--- src/atc_map.vh ---
// register map and field constants for the adaptive threshold block
`ifndef ATC_MAP_VH
`define ATC_MAP_VH
`define ATC_CFG_INDEX 8'h0F
`define ATC_CFG_ADDR 8'h3C
`define ATC_SETUP_ADDR 8'h40
`define ATC_ISTAT_ADDR 8'h44
`define ATC_IMASK_ADDR 8'h48
`define ATC_STATE_ADDR 8'h4C
`define ATC_AVG1_ADDR 8'h50
`define ATC_AVG2_ADDR 8'h54
`define ATC_CFG_RESET 8'h19
`define ATC_SETUP_RESET 5'h00
`define ATC_IMASK_RESET 4'h0
`define ATC_CFG_FIXED 7
`define ATC_CFG_CMP_HI 6
`define ATC_CFG_CMP_LO 5
`define ATC_CFG_EN1 4
`define ATC_CFG_EN2 3
`define ATC_SETUP_HYST_DIS 4
`define ATC_CMP_NEG 2'h0
`define ATC_CMP_POS 2'h1
`define ATC_CMP_IN 2'h2
`define ATC_CMP_OUT 2'h3
`define ATC_MODE_IDLE 3'h0
`define ATC_MODE_CONT 3'h1
`define ATC_MODE_SINGLE 3'h2
`define ATC_MODE_PDOWN 3'h3
`define ATC_IRQ_DET1 0
`define ATC_IRQ_DET2 1
`define ATC_IRQ_CONV 2
`define ATC_IRQ_SEQ 3
`endif

--- src/atc_chan.v ---
// one channel: running average and threshold comparator
`include "atc_map.vh"
`default_nettype none
module atc_chan #(
   parameter DW = 16,
   parameter FW = 16
) (
   input wire pclk,
   input wire presetn,
   input wire sample,
   input wire [DW-1:0] data,
   input wire [3:0] settle,
   input wire fixed_sel,
   input wire [1:0] cmp_mode,
   input wire hyst_dis,
   input wire [DW-1:0] sens,
   input wire [DW-1:0] thr,
   input wire [DW-1:0] hyst,
   output reg det_r,
   output wire [DW-1:0] avg_int
);
   reg [DW+FW-1:0] avg_r;
   reg seeded_r;
   wire signed [DW+FW:0] diff;
   wire signed [DW+FW:0] step;
   wire [4:0] shamt;
   wire signed [DW+1:0] d, a, s, t, h, lo, hi;
   reg det_nxt;

   assign avg_int = avg_r[DW+FW-1:FW];
   assign shamt = {1'b0, settle} + 5'h01;
   assign diff = $signed({1'b0, data, {FW{1'b0}}}) - $signed({1'b0, avg_r});
   assign step = diff >>> shamt;
   assign d = $signed({2'b00, data});
   assign a = $signed({2'b00, avg_int});
   assign s = $signed({2'b00, sens});
   assign t = $signed({2'b00, thr});
   // hysteresis only in adaptive mode and only while active
   assign h = (!fixed_sel && !hyst_dis && det_r) ? $signed({2'b00, hyst}) :
      $signed({(DW+2){1'b0}});
   assign lo = a - s;
   assign hi = a + s;

   always @* begin
      det_nxt = 1'b0;
      if (fixed_sel) begin
         if (cmp_mode[0] == 1'b0) begin
            det_nxt = (d < t);
         end else begin
            det_nxt = (d > t);
         end
      end else begin
         case (cmp_mode)
            `ATC_CMP_NEG: det_nxt = (d < lo + h);
            `ATC_CMP_POS: det_nxt = (d > hi - h);
            `ATC_CMP_IN: det_nxt = (d > lo - h) && (d < hi + h);
            `ATC_CMP_OUT: det_nxt = (d < lo + h) || (d > hi - h);
            default: det_nxt = 1'b0;
         endcase
      end
   end

   always @(posedge pclk or negedge presetn) begin
      if (!presetn) begin
         avg_r <= {(DW+FW){1'b0}};
         seeded_r <= 1'b0;
         det_r <= 1'b0;
      end else if (sample) begin
         seeded_r <= 1'b1;
         if (!seeded_r) begin
            avg_r <= {data, {FW{1'b0}}};
         end else begin
            avg_r <= avg_r + step[DW+FW-1:0];
         end
         det_r <= seeded_r ? det_nxt : 1'b0;
      end
   end
endmodule // atc_chan
`default_nettype wire

--- src/atc_top.v ---
// adaptive threshold configuration, sequencing and apb registers
//
// Notes on behaviour
// - hysteresis-disable bit drops adaptive hysteresis only
// - average steps by difference shifted settling+1
// - time constant two to settling plus one
// - average advances once per finished conversion
// - config register 8-bit, index 0x0F, reset 0x19
// - fixed select compares against threshold values
// - cleared fixed select uses adaptive average thresholds
// - mode zero: below lower limit asserts
// - modes one to three: above, inside, outside; fixed select uses bit 0 only, so two is below, three above
// - conversion mode idle, continuous, single, powerdown
`include "atc_map.vh"
`default_nettype none
module atc_top #(
   parameter DW = 16,
   parameter FW = 16
) (
   input wire pclk,
   input wire presetn,
   input wire psel,
   input wire penable,
   input wire pwrite,
   input wire [7:0] paddr,
   input wire [31:0] pwdata,
   output reg [31:0] prdata,
   output wire pready,
   output wire pslverr,
   output reg conv_start,
   output reg conv_channel,
   input wire conv_done,
   input wire [DW-1:0] conv_data,
   output wire power_down,
   input wire [DW-1:0] sens_ch1,
   input wire [DW-1:0] sens_ch2,
   input wire [DW-1:0] thr_ch1,
   input wire [DW-1:0] thr_ch2,
   input wire [DW-1:0] hyst_ch1,
   input wire [DW-1:0] hyst_ch2,
   output wire [1:0] detect,
   output wire irq
);
   localparam S_IDLE = 1'b0;
   localparam S_WAIT = 1'b1;

   reg [7:0] cfg_r;
   reg [4:0] setup_r;
   reg [3:0] istat_r;
   reg [3:0] imask_r;
   reg state_r;
   reg [1:0] done_r;
   reg last_r;
   reg [1:0] det_d_r;
   reg [3:0] ev;
   reg [7:0] cfg_nxt;
   reg [1:0] done_nxt;
   reg state_nxt;
   reg start_nxt;
   reg chan_nxt;
   reg seq_end;
   reg conv_ev;
   reg [1:0] avail;
   reg [31:0] rd_nxt;
   reg addr_ok;

   wire setup_ph;
   wire access_ph;
   wire wr_acc;
   wire [2:0] mode;
   wire [1:0] en;
   wire [1:0] sample;
   wire [DW-1:0] avg1;
   wire [DW-1:0] avg2;

   assign setup_ph = psel && !penable;
   assign access_ph = psel && penable;
   assign pready = 1'b1;
   assign pslverr = access_ph && !addr_ok;
   assign wr_acc = access_ph && pwrite && addr_ok;
   assign mode = cfg_r[2:0];
   assign en = {cfg_r[`ATC_CFG_EN2], cfg_r[`ATC_CFG_EN1]};
   assign power_down = (mode == `ATC_MODE_PDOWN);
   assign irq = |(istat_r & imask_r);
   assign sample[0] = (state_r == S_WAIT) && conv_done && (conv_channel == 1'b0);
   assign sample[1] = (state_r == S_WAIT) && conv_done && (conv_channel == 1'b1);

   // address decode
   always @* begin
      case (paddr)
         `ATC_CFG_ADDR: addr_ok = 1'b1;
         `ATC_SETUP_ADDR: addr_ok = 1'b1;
         `ATC_ISTAT_ADDR: addr_ok = 1'b1;
         `ATC_IMASK_ADDR: addr_ok = 1'b1;
         `ATC_STATE_ADDR: addr_ok = 1'b1;
         `ATC_AVG1_ADDR: addr_ok = 1'b1;
         `ATC_AVG2_ADDR: addr_ok = 1'b1;
         default: addr_ok = 1'b0;
      endcase
   end

   // read data, latched in the setup cycle
   always @* begin
      rd_nxt = 32'h00000000;
      case (paddr)
         `ATC_CFG_ADDR: rd_nxt[7:0] = cfg_r;
         `ATC_SETUP_ADDR: rd_nxt[4:0] = setup_r;
         `ATC_ISTAT_ADDR: rd_nxt[3:0] = istat_r;
         `ATC_IMASK_ADDR: rd_nxt[3:0] = imask_r;
         `ATC_STATE_ADDR: rd_nxt[5:0] = {state_r, conv_channel, done_r, detect};
         `ATC_AVG1_ADDR: rd_nxt[DW-1:0] = avg1;
         `ATC_AVG2_ADDR: rd_nxt[DW-1:0] = avg2;
         default: rd_nxt = 32'h00000000;
      endcase
   end

   // conversion sequencer
   always @* begin
      state_nxt = state_r;
      done_nxt = done_r;
      start_nxt = 1'b0;
      chan_nxt = conv_channel;
      seq_end = 1'b0;
      conv_ev = 1'b0;
      cfg_nxt = cfg_r;
      avail = en & ~done_r;
      case (state_r)
         S_IDLE: begin
            if (mode == `ATC_MODE_CONT && en != 2'b00) begin
               if (avail == 2'b00) begin
                  avail = en;
                  done_nxt = 2'b00;
               end
               start_nxt = 1'b1;
               state_nxt = S_WAIT;
            end else if (mode == `ATC_MODE_SINGLE) begin
               if (avail == 2'b00) begin
                  seq_end = 1'b1;
                  done_nxt = 2'b00;
                  cfg_nxt = {cfg_r[7:3], `ATC_MODE_IDLE};
               end else begin
                  start_nxt = 1'b1;
                  state_nxt = S_WAIT;
               end
            end else begin
               done_nxt = 2'b00;
            end
            if (start_nxt) begin
               if (avail == 2'b11) begin
                  chan_nxt = ~last_r;
               end else begin
                  chan_nxt = avail[1];
               end
            end
         end
         S_WAIT: begin
            // a started conversion always runs to completion
            if (conv_done) begin
               conv_ev = 1'b1;
               state_nxt = S_IDLE;
               if (conv_channel) begin
                  done_nxt = done_r | 2'b10;
               end else begin
                  done_nxt = done_r | 2'b01;
               end
            end
         end
         default: state_nxt = S_IDLE;
      endcase
   end

   always @* begin
      ev = 4'h0;
      ev[`ATC_IRQ_DET1] = detect[0] && !det_d_r[0];
      ev[`ATC_IRQ_DET2] = detect[1] && !det_d_r[1];
      ev[`ATC_IRQ_CONV] = conv_ev;
      ev[`ATC_IRQ_SEQ] = seq_end;
   end

   always @(posedge pclk or negedge presetn) begin
      if (!presetn) begin
         cfg_r <= `ATC_CFG_RESET;
         setup_r <= `ATC_SETUP_RESET;
         istat_r <= 4'h0;
         imask_r <= `ATC_IMASK_RESET;
         state_r <= S_IDLE;
         done_r <= 2'b00;
         last_r <= 1'b1;
         det_d_r <= 2'b00;
         conv_start <= 1'b0;
         conv_channel <= 1'b0;
         prdata <= 32'h00000000;
      end else begin
         state_r <= state_nxt;
         done_r <= done_nxt;
         conv_start <= start_nxt;
         conv_channel <= chan_nxt;
         det_d_r <= detect;
         if (start_nxt) begin
            last_r <= chan_nxt;
         end
         if (setup_ph) begin
            prdata <= rd_nxt;
         end
         // software write to config wins over the end-of-sequence idle
         if (wr_acc && paddr == `ATC_CFG_ADDR) begin
            cfg_r <= pwdata[7:0];
         end else begin
            cfg_r <= cfg_nxt;
         end
         if (wr_acc && paddr == `ATC_SETUP_ADDR) begin
            setup_r <= pwdata[4:0];
         end
         if (wr_acc && paddr == `ATC_IMASK_ADDR) begin
            imask_r <= pwdata[3:0];
         end
         // new events win over a same-cycle clear
         if (wr_acc && paddr == `ATC_ISTAT_ADDR) begin
            istat_r <= (istat_r & ~pwdata[3:0]) | ev;
         end else begin
            istat_r <= istat_r | ev;
         end
      end
   end

   atc_chan #(
      .DW(DW),
      .FW(FW)
   ) u_ch1 (
      .pclk(pclk),
      .presetn(presetn),
      .sample(sample[0]),
      .data(conv_data),
      .settle(setup_r[3:0]),
      .fixed_sel(cfg_r[`ATC_CFG_FIXED]),
      .cmp_mode(cfg_r[`ATC_CFG_CMP_HI:`ATC_CFG_CMP_LO]),
      .hyst_dis(setup_r[`ATC_SETUP_HYST_DIS]),
      .sens(sens_ch1),
      .thr(thr_ch1),
      .hyst(hyst_ch1),
      .det_r(detect[0]),
      .avg_int(avg1)
   );

   atc_chan #(
      .DW(DW),
      .FW(FW)
   ) u_ch2 (
      .pclk(pclk),
      .presetn(presetn),
      .sample(sample[1]),
      .data(conv_data),
      .settle(setup_r[3:0]),
      .fixed_sel(cfg_r[`ATC_CFG_FIXED]),
      .cmp_mode(cfg_r[`ATC_CFG_CMP_HI:`ATC_CFG_CMP_LO]),
      .hyst_dis(setup_r[`ATC_SETUP_HYST_DIS]),
      .sens(sens_ch2),
      .thr(thr_ch2),
      .hyst(hyst_ch2),
      .det_r(detect[1]),
      .avg_int(avg2)
   );
endmodule // atc_top
`default_nettype wire

--- config.mk ---
export PLATFORM = sky130hd
export DESIGN_NAME = atc_top
export DESIGN_NICKNAME = d
export VERILOG_FILES = /design/src/atc_chan.v /design/src/atc_top.v
export VERILOG_INCLUDE_DIRS = /design/src
export SDC_FILE = /design/constraint.sdc
export NUM_CORES = 1
export LEC_CHECK = 0
export ABC_AREA = 1
export BUFFER_PORTS_ARGS = -buffer_cell sky130_fd_sc_hd__buf_4
export CAP_MARGIN = 20
export CORE_MARGIN = 4
export CORE_UTILIZATION = 52
export CTS_CLUSTER_SIZE = 20
export DETAILED_ROUTE_END_ITERATION = 8
export GPL_ROUTABILITY_DRIVEN = 0
export PLACE_DENSITY = 0.73
export SLEW_MARGIN = 40
export SYNTH_ARGS = -nofsm -noshare
export SYNTH_HDL_FRONTEND = slang
export SYNTH_SLANG_ARGS = --single-unit
--- constraint.sdc ---
create_clock -name pclk -period 5 [get_ports pclk]
set_input_delay 0.75 -clock pclk [delete_from_list [all_inputs] [get_ports pclk]]
set_output_delay 0.75 -clock pclk [all_outputs]
set_load 0.005 [all_outputs]
======== After elaboration in Yosys (flattened, before gate mapping) ========
Index checks and enable logic that the tools add are counted.
word-level totals
  flip-flop bits (word level) ............. 113
  input port bits ......................... 158
  output and inout port bits .............. 40
operators by class
  add/sub/neg operators ................... 17
  $lt $le $gt $ge ......................... 12
  eq/ne operators ......................... 19
  shift operators ......................... 2
  multiplexer cells ....................... 49
  bitwise logic cells ..................... 10
  reductions and logical operators ........ 38
operators by type and width
  cell                                                              number
  18-bit adder                                                      4
  17-bit by 18-bit > comparator with 1-bit output                   4
  17-bit by 18-bit < comparator with 1-bit output                   4
  18-bit subtractor                                                 4
  33-bit by 5-bit >>> shifter with 32-bit output                    2
  32-bit by 32-bit subtractor with 33-bit output                    2
  32-bit adder                                                      2
  32-bit two-way mux                                                2
  8-bit by 7-bit == test with 1-bit output (second input constant)  6
  16-bit by 16-bit adder with 17-bit output                         2
  16-bit by 16-bit subtractor with 17-bit output                    2
  16-bit > comparator                                               2
  16-bit < comparator                                               2
  16-bit two-way mux                                                2
  4-bit one-hot mux with 7 select lines                             1
  1-bit two-way mux                                                 22
  1-bit logical AND                                                 20
  2-bit two-way mux                                                 8
  8-bit one-hot mux with 2 select lines                             1
  3-bit two-way mux                                                 4
  1-bit one-hot mux with 4 select lines                             3
  4-bit AND                                                         2
  8-bit by 6-bit == test with 1-bit output (second input constant)  1
  8-bit two-way mux                                                 1
  other kinds (25)                                                  44

======== Depth between registers and ports, before layout ========
Gate-level depths: netlist of the first run.
  word-level depth ........................ 10
  depth in mapped cells ................... 40

======== Modules after synthesis ========
From an unflattened synthesis of the first run, not the netlist that was laid out.
unflattened totals
  cells, all modules ...................... 4,510
  area total of the unflattened synthesis .. 28,352.2 µm²
by module, submodules not included
  module            times used  cells an instance  area an instance (µm²)  sequential area each (µm²)
  atc_chan (u_ch2)  1           2,087              12,834.8                850.8
  atc_chan (u_ch1)  1           2,070              12,751.0                850.8
  atc_top           1           353                2,766.4                 1,131.1

======== Least setup slack after synthesis of the first run ========
No wires, ideal clock.
  path kind ............................... input port to flip-flop
  from .................................... input sens_ch1[0]
  to ...................................... register u_ch1.det_r
  library setup time ...................... 0.117 ns
  data arrival time ....................... 4.914 ns
  required time ........................... 4.883 ns
  path slack .............................. -0.031 ns
  cell stages on the path ................. 30
  path buffers ............................ 1
  cells stage by stage .................... ha_1 inv_1 fa_1 o21ai_1 a21oi_1 o21ai_1 a21oi_1 o21bai_2 a21oi_1 o31ai_1 nand3_1 nand2_1 xor2_1 ha_1 clkbuf_1 nand2_1 nor4_1 nand2_1 o2111ai_1 xor2_1 ha_1 nand2_1 nor4_1 nand2_1 nor2_1 nand3_1 nand3_1 nand4_1 nand2_1 nand2_1
between the ends
  longest elaborated chain between the ends .. 7
ends and longest elaborated chain
  what                                                                                                                line                          source
  from (decl)                                                                                                         atc_top.v:35                  input wire [DW-1:0] sens_ch1,
  16-bit by 16-bit subtractor with 17-bit output / 16-bit by 16-bit adder with 17-bit output (equally long branches)  atc_chan.v:41, atc_chan.v:42
  18-bit adder, or another cell as far along                                                                          atc_chan.v:54, atc_chan.v:57
  17-bit by 18-bit < comparator with 1-bit output, or another cell as far along                                       atc_chan.v:54, atc_chan.v:57
  1-bit logical OR / 1-bit logical AND (equally long branches)                                                        atc_chan.v:57, atc_chan.v:56
  1-bit one-hot mux with 4 select lines *                                                                             atc_chan.v:53                 case (cmp_mode)
  1-bit two-way mux *                                                                                                 atc_chan.v:46                 if (fixed_sel) begin
  1-bit two-way mux *                                                                                                 atc_chan.v:75                 det_r <= seeded_r ? det_nxt : 1'b0;
  to (signal assigned)                                                                                                atc_chan.v:75
  to (decl)                                                                                                           atc_chan.v:19                 output reg det_r,
Mark *: on every way between the ends. The rest lies on a longest branch, timed or not.
A chain may end at the register's enable or synchronous reset.

======== Final worst setup path of the first run ========
  from .................................... register u_ch1.avg_r[21]
  to ...................................... register u_ch1.avg_r[31]
between the ends
  longest elaborated chain between the ends .. 4
ends and longest elaborated chain
  what                                            line           source
  from (decl)                                     atc_chan.v:22  reg [DW+FW-1:0] avg_r;
  from (signal assigned)                          atc_chan.v:65  avg_r <= {(DW+FW){1'b0}};
  from (signal assigned)                          atc_chan.v:71  avg_r <= {data, {FW{1'b0}}};
  from (signal assigned)                          atc_chan.v:73  avg_r <= avg_r + step[DW+FW-1:0];
  32-bit by 32-bit subtractor with 33-bit output  atc_chan.v:32  assign diff = $signed({1'b0, data, {FW{1'b0}}}) - $signed({1'b0, avg_r});
  33-bit by 5-bit >>> shifter with 32-bit output  atc_chan.v:33  assign step = diff >>> shamt;
  32-bit adder *                                  atc_chan.v:73
  32-bit two-way mux *                            atc_chan.v:70  if (!seeded_r) begin
Marked as above.

==> reports/qor.txt, run 1 <==
Starting Density: 52.7%
Crit-path max cell delay: 0.43 ns
Non-filler cells, final: 5883
Vias: 33900
Synth async-reset ratio: 100%
Least-Margin Pin Slew: 0.862 ns
Port bufs: 156
Initial antenna violation count: 4
Seq/Total Area, Yosys: 10.5%
Pins Over Slew Limit: 0
Failing checks: setup timing
Worst Path Max Fanout: 4
Final setup vio count: 3
First-pass iteration count of the detailed router: 6
RSZ-0062 raised after global routing: true
Nets: 5803
Setup ws final: -0.150 ns
R2r endpoint: u_ch1.avg_r[31]
Rows: 83
Critical Path Sink Type: flop
PwrDens: 430 mW/mm^2
Final hold viol count: 0
Peak supply drop: 0.321 mV
Slowest cell on the critical path: dfrtp_1
Drt drc: 0
Cells after synthesis: 4315
Final Skew: 0.0108 ns
Most common flop cell mapped by yosys: dfrtp_1
DR iter-0 viols: 3659
Io pins: 198
Layout area overhead: 39.1%
Clk_lat worst skew: 0.46 ns
Synthesized flop and latch total: 113
CTS sink cnt: 113
Critical path arrival: 5.47 ns
Chip height: 236 um
Clock Tree Root: clkbuf_16
Largest net degree at the start of global routing: 75
Tcrit/Tclk final: 103%
Die Width: 236 um
WS Path Type: reg2reg
First-pass GRT wire length: 158000 um
Total leakage power: 19.7 nW
Share of cells above drive strength 1: 29.5%
CTS tree: yes
Number of global-route vias before repair: 30500
Average routed wire per standard cell: 18.7 um
Max Cap Viol: 0
Cell variety after synth: 74
Slew margin rel.: 42.5%
Req. time, crit path: 5.32 ns
CTS Buffer Depth: 2
Avg Cell Area, Syn: 6.28 sq um
DIE AREA: 0.0558 sq mm
CP Launch Type: flop
Post-DR vias/cell: 5.77
Final hold slack: 0.334 ns
Total CTS buffers: 17
Worst Reg-to-Reg Cells: 34
Core Area: 0.0514 sq mm
EDFF count, synth: 0
Max Fclk: 194 MHz
HP Class: in2async
CTS HTree Levels: 4
Status: complete, but fails checks
Gr usage total: 34.7%
Worst Setup SP: u_ch1.avg_r[21]
ANT nets after route: 0
Fin crit period: 5.15 ns
R2r setup slk: -0.15 ns
Dpl cells: 5779
R2R Path Start: u_ch1.avg_r[21]
Most common cell on crit path: nand2_1
Routed wire length: 110000 um
Clock slew seen by the registers of the worst setup and hold paths: 0.07 ns
Dpl hpwl: 83800 um
GR Overflow Total: 0
Yosys warning total: 0
Synthesized area: 0.0271 sq mm
[report_power, final]
group	switching, W	internal, W	total [W]
Combinational	0.00757	0.00631	0.0139
Sequential	0.0000735	0.000991	0.00106
Clock	0.000526	0.000738	0.00126
[state kept, by name, summed over array words and instances, names as in the netlist, 4 cells and up]
signal and count:
cfg_r 8, u_ch1.avg_r 32, istat_r 4, setup_r 5, u_ch2.avg_r 32, imask_r 4, prdata 16
[timing repair]
| item | 4_1_cts | 5_1_grt |
|---|---|---|
| hold buffers | 0 | 0 |
| buffers inserted | 11 | 58 |
| setup endpoints to repair | 11 | 45 |
| pin swaps | 15 | 186 |
| gates resized for setup | 25 | 475 |
[cell type report]
type | instances | area, sq um
multi-input cells | 3475 | 23600
fillers | 3955 | 13700
repair buffers | 993 | 7550
flip-flops and latches | 113 | 2840
inverters | 586 | 2200
well taps | 680 | 851
clock buffers | 18 | 429
clock inverters | 14 | 155
diodes | 4 | 10.0
[routing by layer]
layer	share of wire [%]	wire length (um)	global-route usage, %
met2	44	48500	55.4
met1	39	43100	46.4
met3	11	11900	5.65
met4	5.8	6370	15.0
met5	0.027	30	0
[stage by stage]
stage | utilization [%] | area [sq um] | total power (W) | setup WS [ns] | setup TNS (ns)
6_report | 73.3 | 37700 | 0.0162 | -0.150 | -0.174
5_1_grt | 73.2 | 37700 | 0.0175 | -0.444 | -4.77
4_1_cts | 68.3 | 35100 | 0.0144 | -0.0337 | -0.0413
3_5_place_dp | 66.8 | 34300 | 0.0130 | -0.579 | -13.01
3_3_place_gp | 66.8 | 34300 | 0.0127 | -0.470 | -10.04
2_1_floorplan | - | 27100 | 0.00782 | 0.00116 | 0
[cell families after synthesis]
group                      count (synthesis)  share of synthesized area [%]
AOI/OAI and AO/OA                       1016                           21.6
and+or+nand+nor                         1753                           28.0
adders and majority gates                459                           21.6
buffers and inverters                    742                           10.8
other                                      2                         0.0277
DFF                                      113                           10.5
xor gates and xnor gates                 222                           7.23
muxes                                      8                          0.296
[placed cells by master (no fill, tap or decap), drive strengths merged, types with 11 or more instances in the layout]
| master | n |
|---|---|
| conb | 17 |
| dfrtp | 109 |
| or2 | 29 |
| fa | 14 |
| a31oi | 27 |
| nand3 | 309 |
| xnor2 | 12 |
| o22ai | 53 |
| nor3 | 59 |
| o21a | 12 |
| ha | 445 |
| buf | 993 |
| o21bai | 28 |
| xor2 | 210 |
| nand2 | 960 |
| inv | 584 |
| clkinv | 12 |
| a21oi | 397 |
| a211oi | 19 |
| clkbuf | 18 |
| nor4 | 19 |
| a21o | 17 |
| o211ai | 35 |
| nor2 | 306 |
| o31ai | 12 |
| a21boi | 15 |
| o21ai | 356 |
| nand4 | 54 |
| nand3b | 11 |
[cells in the mapped netlist, types with 5 or more instances]
library cell	instances	area share, %
nor2_1	288	4.0
o221ai_1	7	0.23
or2_2	14	0.32
buf_2	39	0.72
o22ai_1	53	1.2
buf_1	8	0.11
clkinv_1	6	0.083
fa_1	14	1.0
ha_1	445	21
nand3_2	11	0.41
a21o_1	17	0.47
xor2_1	208	6.7
a31oi_1	26	0.60
nand3b_1	10	0.28
a2111oi_0	5	0.16
a221oi_1	7	0.23
nand4_1	54	1.2
nor3_2	6	0.22
o21ai_2	14	0.45
inv_1	557	7.7
a211oi_1	18	0.50
or2_1	13	0.30
o21a_1	12	0.33
o31ai_1	10	0.28
inv_2	23	0.32
a21boi_0	9	0.25
o211ai_1	35	0.97
o21bai_1	26	0.72
dfrtp_1	109	10
o21ai_0	277	5.1
nor3_1	53	0.98
nor2_2	14	0.32
a21oi_1	388	7.2
a21oi_2	9	0.29
nand3_1	298	5.5
nand2_2	23	0.53
xnor2_1	12	0.39
o21ai_1	64	1.2
clkbuf_1	86	1.2
o2111ai_1	8	0.26
mux2i_1	8	0.30
buf_4	21	0.58
nor4_1	17	0.39
nand2_1	937	13
[worst max-delay path, delay by kind of cell, from the launching register on]
kind | cells | cell delay (ns)
buf+inv | 6 | 0.83
fa+ha+maj | 2 | 0.62
mux | 1 | 0.18
xor+xnor | 1 | 0.19
compound gates | 6 | 0.77
flops | 1 | 0.43
simple gates | 18 | 2.00
[how the worst max path moves through the flow]
stage                      end  cells after the start  slack (ns)
2_1_floorplan      u_ch2.det_r                     30       0.001
3_3_place_gp   u_ch2.avg_r[28]                     33       -0.47
3_5_place_dp   u_ch2.avg_r[30]                     35       -0.58
4_1_cts        u_ch2.avg_r[30]                     35       -0.03
5_1_grt        u_ch1.avg_r[31]                     38       -0.44
6_report       u_ch1.avg_r[31]                     34       -0.15
Power figures use the tool's default switching activity.
==> inputs of run 2 (changes only) <==
CORE_UTILIZATION = 40   (was 52)
PLACE_DENSITY = unset   (was 0.73)
==> reports/qor.txt, run 2 (same netlist as run 1, synthesis figures left out) <==
Largest net degree at the start of global routing: 95
Initial antenna violation count: 6
Commonest non-fill, non-tap cell in the layout: buf_4
Final Skew: 0.0115 ns
Req. time, crit path: 5.33 ns
WP depth: 31
Setup TNS: 0 ns
Drt drc: 0
DR iter-0 viols: 2998
Tcrit/Tclk final: 97.2%
Layout area overhead: 42.4%
RSZ-0062 raised after global routing: true
Die Width: 268 um
Worst Path Max Fanout: 4
First-pass iteration count of the detailed router: 6
Max Cap Viol: 0
Slowest cell on the critical path: ha_1
Port bufs: 156
CTS tree: yes
HP Class: in2async
ANT nets after route: 0
Total leakage power: 20.1 nW
Nets: 5883
PwrDens: 417 mW/mm^2
Chip height: 268 um
Average routed wire per standard cell: 17.8 um
Vias: 33000
CTS Hold Bufs: 0
Gr usage total: 28.5%
CP top delay family: compound AO/OA/AOI/OAI gates
Crit-path max cell delay: 0.37 ns
Worst Reg-to-Reg Cells: 31
Status: finished clean
Routed wire length: 109000 um
Rows: 95
Pins Over Slew Limit: 0
Clk_lat worst skew: 0.47 ns
Least-Margin Pin Slew: 0.778 ns
Clock Tree Root: clkbuf_16
Clock slew seen by the registers of the worst setup and hold paths: 0.06 ns
CTS HTree Levels: 4
Critical Path Sink Type: flop
DIE AREA: 0.0719 sq mm
Largest regs: u_ch1.avg_r: 32 flops, u_ch2.avg_r: 32 flops, prdata: 16 flops
CTS Buffer Depth: 2
CTS sink cnt: 113
Setup WS pre-CTS: -0.603 ns
Fin util: 57.4%
Peak supply drop: 0.281 mV
Dpl hpwl: 89100 um
Commonest non-fill, non-tap cells in the layout: 1065 x buf_4, 878 x nand2_1, 524 x inv_1, 380 x ha_1, 329 x a21oi_1
Io pins: 198
CP Buf/Inv Count: 4
WS Path Type: in2reg
Max Fclk: 206 MHz
Setup ws final: 0.139 ns
Slew margin rel.: 48.1%
Starting Density: 40.3%
Fin crit period: 4.86 ns
Total CTS buffers: 17
R2r setup slk: 0.15 ns
Most common cell on crit path: nand2_1
CP Launch Type: input pin
GR Overflow Total: 0
Final setup vio count: 0
Final hold viol count: 0
Post-DR vias/cell: 5.35
Critical path arrival: 5.19 ns
Number of global-route vias before repair: 29900
Share of cells above drive strength 1: 31.0%
First-pass GRT wire length: 162000 um
Core Area: 0.0672 sq mm
run 2: cell types whose count changed in the layout (fill, tap and decap cells not counted), moves of 8 or more:
| cell | delta |
|---|---|
| a21oi_1 | -13 |
| a21oi_2 | +17 |
| buf_4 | +85 |
| ha_1 | -9 |
| ha_2 | +8 |
| nand2_1 | -10 |
| nand2_2 | +9 |
| nand3_1 | +11 |
| nand3_2 | -10 |
run 2: cell type report:
| type | instances | area [sq um] |
|---|---|---|
| fillers | 6385 | 28600 |
| multi-input cells | 3475 | 23700 |
| repair buffers | 1073 | 8130 |
| flip-flops and latches | 113 | 2840 |
| inverters | 586 | 2200 |
| well taps | 873 | 1090 |
| clock buffers | 20 | 447 |
| clock inverters | 12 | 206 |
| diodes | 3 | 7.51 |
run 2: metal layers:
layer	GRT usage [%]	wire length [um]	vias to the layer above
li1	-	-	16400
met1	39.2	48800	15200
met2	46.0	48900	1140
met3	4.71	8140	182
met4	8.38	3550	6
met5	0	37	-
run 2: report_power, final:
part	total (W)	switching [W]	internal [W]
Combinational	0.0136	0.00722	0.00641
Sequential	0.00106	0.0000703	0.000991
Clock	0.00141	0.000509	0.000899
run 2: final timing paths:
check | start | end
setup / recovery | conv_data[8] | u_ch1.avg_r[12]
hold / removal | presetn | u_ch1.avg_r[1]
setup reg to reg | u_ch1.avg_r[16] | u_ch1.det_r
hold reg to reg | det_d_r[0] | istat_r[0]
max in group asynchronous | presetn | u_ch2.avg_r[0]
min in group pclk | det_d_r[0] | istat_r[0]
run 2: through the flow:
stage / cells / power (W) / hold WS [ns] / area, sq um
floorplan: 4330 / 0.00782 / 0.400 / 27100
global placement: 6066 / 0.0130 / 0.403 / 35300
detailed placement: 6066 / 0.0131 / 0.428 / 35300
CTS: 6104 / 0.0147 / 0.171 / 36200
global route: 6154 / 0.0175 / 0.185 / 38600
finish: 6155 / 0.0161 / 0.176 / 38600
run 2: timing repair:
item | in CTS | in global routing
gates resized for setup | 56 | 457
setup endpoints to repair | 15 | 43
pin swaps | 22 | 180
buffers inserted | 6 | 49
